### config.mk
export PLATFORM = sky130hd
export DESIGN_NAME = standby_ram_freeze_control
export DESIGN_NICKNAME = d
export VERILOG_FILES = /design/src/verilog/standby_ram_freeze_pkg.sv /design/src/verilog/ram_gate.sv /design/src/verilog/standby_ram_freeze_control.sv
export VERILOG_INCLUDE_DIRS = /design/src /design/src/verilog
export SDC_FILE = /design/constraint.sdc
export NUM_CORES = 1
export LEC_CHECK = 0
export BUFFER_PORTS_ARGS = -buffer_cell sky130_fd_sc_hd__buf_4
export CORE_MARGIN = 2
export CORE_UTILIZATION = 54
export DETAILED_ROUTE_END_ITERATION = 7
export HOLD_SLACK_MARGIN = 0.02
export PLACE_DENSITY = 0.92
export SKIP_CTS_REPAIR_TIMING = 1
export SLEW_MARGIN = 20
export SYNTH_ARGS = -nofsm -noshare
export SYNTH_HDL_FRONTEND = slang
export SYNTH_SLANG_ARGS = --single-unit
### constraint.sdc
create_clock -name core_clk -period 3.9 [get_ports core_clk]
set_clock_uncertainty 0.1 [all_clocks]
set_input_delay 0.585 -clock core_clk [delete_from_list [all_inputs] [get_ports core_clk]]
set_output_delay 0.585 -clock core_clk [all_outputs]
set_load 0.03 [all_outputs]
### src/verilog/standby_ram_freeze_control_defines.svh
`ifndef STANDBY_RAM_FREEZE_CONTROL_DEFINES_SVH
`define STANDBY_RAM_FREEZE_CONTROL_DEFINES_SVH

// standby ram geometry: 16 Kbytes as 8k words of 16 bits
`define SRF_RAM_BYTES       16384
`define SRF_ADDR_W          13
`define SRF_DATA_W          16
// reset values
`define SRF_ENABLE_RST      1'b0
`define SRF_SEL_STANDBY     1'b1
// supervisor timing: 1 ms least reset hold after supply stable
`define SRF_CLK_MHZ         20
`define SRF_HOLD_US         1000
`define SRF_HOLD_CYCLES     (`SRF_HOLD_US * `SRF_CLK_MHZ)
`define SRF_CNT_W           15
// internal settle stretch after pin release, in core clocks
`define SRF_SETTLE_CYCLES   3
// low-voltage detector threshold, in millivolts, informational
`define SRF_LVD_MV          1000
`define SRF_DIP_MV          450

`endif

### src/verilog/standby_ram_freeze_pkg.sv
package standby_ram_freeze_pkg;
  // power modes of the device
  typedef enum logic [3:0] {
    MODE_RUN     = 4'b0001,
    MODE_IDLE    = 4'b0010,
    MODE_PWRDOWN = 4'b0100,
    MODE_STANDBY = 4'b1000
  } power_mode_t;
  // reset sequencer states
  typedef enum logic [3:0] {
    SEQ_RESET   = 4'b0001,
    SEQ_SETTLE  = 4'b0010,
    SEQ_FLASH   = 4'b0100,
    SEQ_RUNNING = 4'b1000
  } seq_state_t;
endpackage

### src/verilog/ram_gate.sv
`timescale 1ns/1ps
`include "standby_ram_freeze_control_defines.svh"
// output gating stage on the switched ram supply: blocks strobe and address
module ram_gate
  import standby_ram_freeze_pkg::*;
(
  input  wire logic                   core_clk,
  input  wire logic                   rst_n,
  input  wire logic                   freeze,
  input  wire logic                   core_we_n,
  input  wire logic                   core_ce_n,
  input  wire logic [`SRF_ADDR_W-1:0] core_addr,
  input  wire logic [`SRF_DATA_W-1:0] core_wdata,
  output logic                        ram_we_n_q,
  output logic                        ram_ce_n_q,
  output logic [`SRF_ADDR_W-1:0]      ram_addr_q,
  output logic [`SRF_DATA_W-1:0]      ram_wdata_q
);
  // frozen: strobes forced inactive, address parked at zero
  always_ff @(posedge core_clk or negedge rst_n) begin
    if (!rst_n) begin
      ram_we_n_q  <= 1'b1;
      ram_ce_n_q  <= 1'b1;
      ram_addr_q  <= '0;
      ram_wdata_q <= '0;
    end else if (freeze) begin
      ram_we_n_q  <= 1'b1;
      ram_ce_n_q  <= 1'b1;
      ram_addr_q  <= '0;
      ram_wdata_q <= '0;
    end else begin
      ram_we_n_q  <= core_we_n;
      ram_ce_n_q  <= core_ce_n;
      ram_addr_q  <= core_addr;
      ram_wdata_q <= core_wdata;
    end
  end
endmodule

### src/verilog/standby_ram_freeze_control.sv
`timescale 1ns/1ps
`include "standby_ram_freeze_control_defines.svh"
// Contract
// - clearing the standby ram enable freezes the ram interface at once.
// - any reset event clears the standby ram enable.
// - a reset event selects the standby core reference as ram supply.
// - the ram stays frozen until software sets the enable after reset.
// - while the main core supply is down the ram is frozen regardless.
// - with enable set, a brief core supply dip causes no freeze.
// - a gating stage blocks write strobe and address during power-off.
// - the low-voltage detector holds reset until the core supply is up.
// - flash initialization starts when reset_input_n is released.
// - internal reset release returns ram supply to the main core supply.
// - idle stops cpu, power-down stops cpu and peripherals, standby biases
//          only the standby ram.
// - the standby region is 16 Kbytes on its own low-power regulator.
module standby_ram_freeze_control
  import standby_ram_freeze_pkg::*;
(
  input  wire logic                   core_clk,
  input  wire logic                   rst_n,
  input  wire logic                   reset_input_n,
  input  wire logic                   low_voltage_detector,
  input  wire logic                   main_core_supply_ok,
  input  wire logic                   core_dip,
  input  wire logic                   enable_set,
  input  wire logic                   enable_clear,
  input  wire logic [1:0]             mode_req,
  input  wire logic                   rtc_keep,
  input  wire logic                   core_we_n,
  input  wire logic                   core_ce_n,
  input  wire logic [`SRF_ADDR_W-1:0] core_addr,
  input  wire logic [`SRF_DATA_W-1:0] core_wdata,
  output logic                        standby_ram_enable_q,
  output logic                        ram_freeze_q,
  output logic                        sel_standby_ref_q,
  output logic                        internal_reset_q,
  output logic                        flash_init_start_q,
  output logic                        cpu_clk_en_q,
  output logic                        periph_clk_en_q,
  output logic                        rtc_clk_en_q,
  output logic                        ext_ram_power_q,
  output logic                        ram_we_n_q,
  output logic                        ram_ce_n_q,
  output logic [`SRF_ADDR_W-1:0]      ram_addr_q,
  output logic [`SRF_DATA_W-1:0]      ram_wdata_q
);
  // pin-level inputs through two flops; stage one feeds stage two only
  logic [3:0] sync1_q;
  logic [3:0] sync2_q;
  always_ff @(posedge core_clk or negedge rst_n) begin
    if (!rst_n) begin
      sync1_q <= 4'h0;
      sync2_q <= 4'h0;
    end else begin
      sync1_q <= {reset_input_n, low_voltage_detector,
                  main_core_supply_ok, core_dip};
      sync2_q <= sync1_q;
    end
  end
  logic reset_input_n_s;
  logic lvd_s;
  logic supply_s;
  logic dip_s;
  assign reset_input_n_s  = sync2_q[3];
  assign lvd_s    = sync2_q[2];
  assign supply_s = sync2_q[1];
  assign dip_s    = sync2_q[0];

  // any reset source: pin low or detector still holding the core
  logic reset_event;
  assign reset_event = !reset_input_n_s || lvd_s;

  // rising edge of the released pin starts flash init
  logic reset_input_n_d1_q;
  always_ff @(posedge core_clk or negedge rst_n) begin
    if (!rst_n) begin
      reset_input_n_d1_q <= 1'b0;
    end else begin
      reset_input_n_d1_q <= reset_input_n_s;
    end
  end

  // reset sequencer; a settle stage covers the regulator after release
  seq_state_t state_q;
  logic [`SRF_CNT_W-1:0] settle_q;
  always_ff @(posedge core_clk or negedge rst_n) begin
    if (!rst_n) begin
      state_q <= SEQ_RESET;
    end else if (reset_event) begin
      state_q <= SEQ_RESET;
    end else begin
      unique case (state_q)
        SEQ_RESET:   state_q <= SEQ_FLASH;
        SEQ_FLASH:   state_q <= SEQ_SETTLE;
        SEQ_SETTLE:  if (settle_q == '0) state_q <= SEQ_RUNNING;
        SEQ_RUNNING: state_q <= SEQ_RUNNING;
        default:     state_q <= SEQ_RESET;
      endcase
    end
  end

  // short internal stretch so flash init sees release before the core runs
  always_ff @(posedge core_clk or negedge rst_n) begin
    if (!rst_n) begin
      settle_q <= '0;
    end else if (state_q == SEQ_FLASH) begin
      settle_q <= `SRF_CNT_W'(`SRF_SETTLE_CYCLES);
    end else if (settle_q != '0) begin
      settle_q <= settle_q - 1'b1;
    end
  end

  // one-cycle pulse at pin release; the pin hold is the supervisor's job
  always_ff @(posedge core_clk or negedge rst_n) begin
    if (!rst_n) begin
      flash_init_start_q <= 1'b0;
    end else begin
      flash_init_start_q <= reset_input_n_s && !reset_input_n_d1_q && !lvd_s;
    end
  end

  // internal reset is held through all states before running
  always_ff @(posedge core_clk or negedge rst_n) begin
    if (!rst_n) begin
      internal_reset_q <= 1'b1;
    end else begin
      internal_reset_q <= reset_event || (state_q != SEQ_RUNNING);
    end
  end

  // enable bit: reset clears it, software sets it once running
  always_ff @(posedge core_clk or negedge rst_n) begin
    if (!rst_n) begin
      standby_ram_enable_q <= `SRF_ENABLE_RST;
    end else if (reset_event || !supply_s) begin
      standby_ram_enable_q <= 1'b0;
    end else if (state_q == SEQ_RUNNING && enable_set) begin
      standby_ram_enable_q <= 1'b1;
    end else if (enable_clear) begin
      standby_ram_enable_q <= 1'b0;
    end
  end

  // supply select: standby reference under reset, main once released
  always_ff @(posedge core_clk or negedge rst_n) begin
    if (!rst_n) begin
      sel_standby_ref_q <= `SRF_SEL_STANDBY;
    end else if (reset_event || !supply_s) begin
      sel_standby_ref_q <= 1'b1;
    end else if (!internal_reset_q) begin
      sel_standby_ref_q <= 1'b0;
    end
  end

  // standby detect ignores dips while enabled; a collapse always counts
  logic standby_detect;
  assign standby_detect = !supply_s ||
                          (dip_s && !standby_ram_enable_q);

  // registered so no edge of the enable, standby detect or enable_clear can glitch the freeze
  logic freeze_d;
  assign freeze_d = !standby_ram_enable_q || standby_detect ||
                    enable_clear;
  always_ff @(posedge core_clk or negedge rst_n) begin
    if (!rst_n) begin
      ram_freeze_q <= 1'b1;
    end else begin
      ram_freeze_q <= freeze_d;
    end
  end

  // power mode clock gating; only the cpu clock enable also waits for running
  power_mode_t mode;
  always_comb begin
    unique case (mode_req)
      2'd1:    mode = MODE_IDLE;
      2'd2:    mode = MODE_PWRDOWN;
      2'd3:    mode = MODE_STANDBY;
      default: mode = MODE_RUN;
    endcase
  end
  always_ff @(posedge core_clk or negedge rst_n) begin
    if (!rst_n) begin
      cpu_clk_en_q    <= 1'b0;
      periph_clk_en_q <= 1'b0;
      rtc_clk_en_q    <= 1'b0;
      ext_ram_power_q <= 1'b1;
    end else begin
      cpu_clk_en_q    <= (mode == MODE_RUN) && !internal_reset_q;
      periph_clk_en_q <= (mode inside {MODE_RUN, MODE_IDLE});
      rtc_clk_en_q    <= (mode != MODE_STANDBY) && rtc_keep;
      ext_ram_power_q <= (mode != MODE_STANDBY) && supply_s;
    end
  end

  // gating stage on the switched supply
  ram_gate u_gate (
    .core_clk    (core_clk),
    .rst_n       (rst_n),
    .freeze      (ram_freeze_q),
    .core_we_n   (core_we_n),
    .core_ce_n   (core_ce_n),
    .core_addr   (core_addr),
    .core_wdata  (core_wdata),
    .ram_we_n_q  (ram_we_n_q),
    .ram_ce_n_q  (ram_ce_n_q),
    .ram_addr_q  (ram_addr_q),
    .ram_wdata_q (ram_wdata_q)
  );
endmodule

==> impl_results.md <==
- Outcome: completed
- Period utilization: 57.3%
- Buffers on Ports: 80
- Power per cell area: 511 nW/µm²
- Tot GR Track Use: 22.5%
- Initial antenna violation count: 0
- Ant diodes: 0
- Syn nets: 256
- Largest net degree at the start of global routing: 67
- TritonCTS Buffers: 9
- ANT nets after route: 0
- Post-DP HPWL: 3840 µm
- Synth Flop Type: dfrtp_1
- CTS tree: done
- Combinational Power Share: roughly 23%
- Post-Syn Area: 2630 µm²
- Top-count cell post-synth: dfrtp_1
- Die H: 73.7 µm
- Power Total: 1750 µW
- Initial DRC count: 110
- Post-Route WL: 5420 µm
- Clock power frac: 28.5%
- GRT Residual Overflow: 0
- Internal power: 1180 µW
- Nets: 337
- Synth Area per Inst: 12.3 µm²
- Max Root-Sink Buffers: 2
- Clock latency on the worst-skew pair: 340 ps
- Cell variety after synth: 40
- Area Growth Syn to Fin: 30.2%
- Fin. max-slew vios: 0
- Core Footprint: 4690 µm²
- Peak supply drop: 0.369 mV
- DR vias: 1895
- Full die area: between 5000 and 6000 µm²
- Seq/Total Area, Yosys: a little over three fifths
- Setup WS pre-CTS: 1790 ps
- Crit Path Category: flip-flop to flip-flop
- Leading area contributor after synthesis: dfrtp_1
- Worst Max-Slew Pin Slew: 807 ps
- Top Ports: 82
- Wire per inst: 15.4 µm
- Routability cong.: just over 0.7
- Drc violations: 0
- Worst Hold Class: input pin to async pin
- H-tree depth: 3
- Final setup viols: 0
- Switching part of the total: between 30% and 40%
- Fin worst setup slack: 1670 ps
- Clk root buf: clkbuf_8
- Setup TNS: 0 ps
- Synth Instances: between 200 and 250
- Register share of total power: approximately half
- Yosys warns: 0
- Worst Reg-to-Reg Cells: 6
- Number of global-route vias before repair: 1949
- Reg clk slew, reported paths: 70 ps
- First-pass GRT wire length: 8940 µm
- Min Tclk post-route: 2230 ps
- Crit start category: flip-flop
- Initial core utilization: 55.9%
- Sink Count: 66
- List of most frequent post-synthesis cells: dfrtp_1, nor2b_1, nand2_1
- Top cells by area, synth: dfrtp_1, nor2b_1, dfstp_2
- Final hold vios: 0
- WHS: about 220 ps
- Worst EP required: 4050 ps
- Drt first pass iters: 4
- Maxcap violations: 0
- Cell Rows: 25
- Crit path max fanout: 7
- Lkg Pwr: between 0.0015 and 0.002 µW
- Yosys top cell area share: 56.2%
- Psw: 568 µW
- Async set-or-reset flop fraction in the synthesized netlist: 100%
- Die extent in x: between 70 and 80 µm
- CP Capture Type: flip-flop
- Data arrival, critical path: around 2400 ps
- Rel. slew slack: 45.7%
- Post-synth EDFFs: 0
- RSZ-0062 raised after global routing: no
- Vias per inst: between 5 and 6
- Share of post-route cells with drive strength above 1: between 30% and 40%
- FF+latch count, synth: 66
- Peak Freq: about 0.45 GHz
[cells by family (layout without fill, tap and decap cells)]
group,after synthesis,count (layout),share of synthesized area [%]
buffers and inverters,14,100,2.38
XOR/XNOR,1,1,0.334
flip-flops,66,66,63.3
AO/OA/AOI/OAI,32,32,8.96
adder cells (fa/ha/maj),1,1,0.477
AND/OR/NAND/NOR,92,92,21.9
multiplexers,7,7,2.67
[worst max-delay path, stage by stage, from the launching register on]
cell and delay (ps):
dfrtp_1 390, inv_1 80, ha_1 220, nor2b_1 200, and3_1 310, a2111oi_1 580
mux2i_1 270
[per-layer routing]
| metal | global-route usage [%] | wire [µm] |
|---|---|---|
| met1 | 26.1 | 2090 |
| met3 | 9.60 | 466 |
| met2 | 36.4 | 2760 |
| met5 | 0 | 0 |
| met4 | 9.90 | 108 |
[power by group through the flow]
stage          Combinational, µW  Sequential, µW  Clock [µW]
2_1_floorplan                290             842           0
3_3_place_gp                 377             853           0
3_5_place_dp                 397             862           0
4_1_cts                      402             850         506
5_1_grt                      456             863         536
6_report                     399             851         498
[worst paths after layout]
| kind | startpoint | end | slack, ps |
|---|---|---|---|
| max in group asynchronous | rst_n | settle_q[8]$_DFFE_PN0P_ | 2960 |
| max | settle_q[0]$_DFFE_PN0P_ | settle_q[9]$_DFFE_PN0P_ | 1670 |
| min reg2reg | sync1_q[3]$_DFF_PN0_ | sync2_q[3]$_DFF_PN0_ | 250 |
| min in group core_clk | sync1_q[3]$_DFF_PN0_ | sync2_q[3]$_DFF_PN0_ | 250 |
| min | rst_n | settle_q[11]$_DFFE_PN0P_ | 220 |
| max reg2reg | settle_q[0]$_DFFE_PN0P_ | settle_q[9]$_DFFE_PN0P_ | 1670 |
[sequential cells by signal, summed over array words and instances (netlist names), 3 cells and up]
| name | flops |
|---|---|
| sync2_q | 3 |
| sync1_q | 3 |
| settle_q | 15 |
| u_gate.ram_wdata_q | 16 |
| u_gate.ram_addr_q | 13 |
| state_q | 4 |
[metrics by stage]
stage,instance area (µm²),utilization [%],std cells
4_1_cts,3420,72.9,353
6_report,3420,72.9,353
2_1_floorplan,2630,-,213
3_5_place_dp,3250,69.2,337
5_1_grt,3420,72.9,353
3_3_place_gp,3250,69.2,337
[layout make-up]
class                      instances  area [µm²]
clock buffer                      12         145
clock inverter                     4        27.5
fill                             277        1270
inverter                           4        15.0
multi-input combinational        133         902
sequential                        66        1660
tap                               54        67.6
timing repair buffer              80         601
[cells in the final DEF (no fill, tap or decap), types with 4 or more instances in the layout]
cell type  count
dfrtp_1       59
o21ai_0       10
nor2b_1       32
nand2_1       16
mux2i_1        7
buf_4         80
dfstp_2        7
nor3_1         8
a21oi_1        8
clkbuf_8      10
nand2b_1      14
inv_1          4
(Power assumes the default switching activity.)
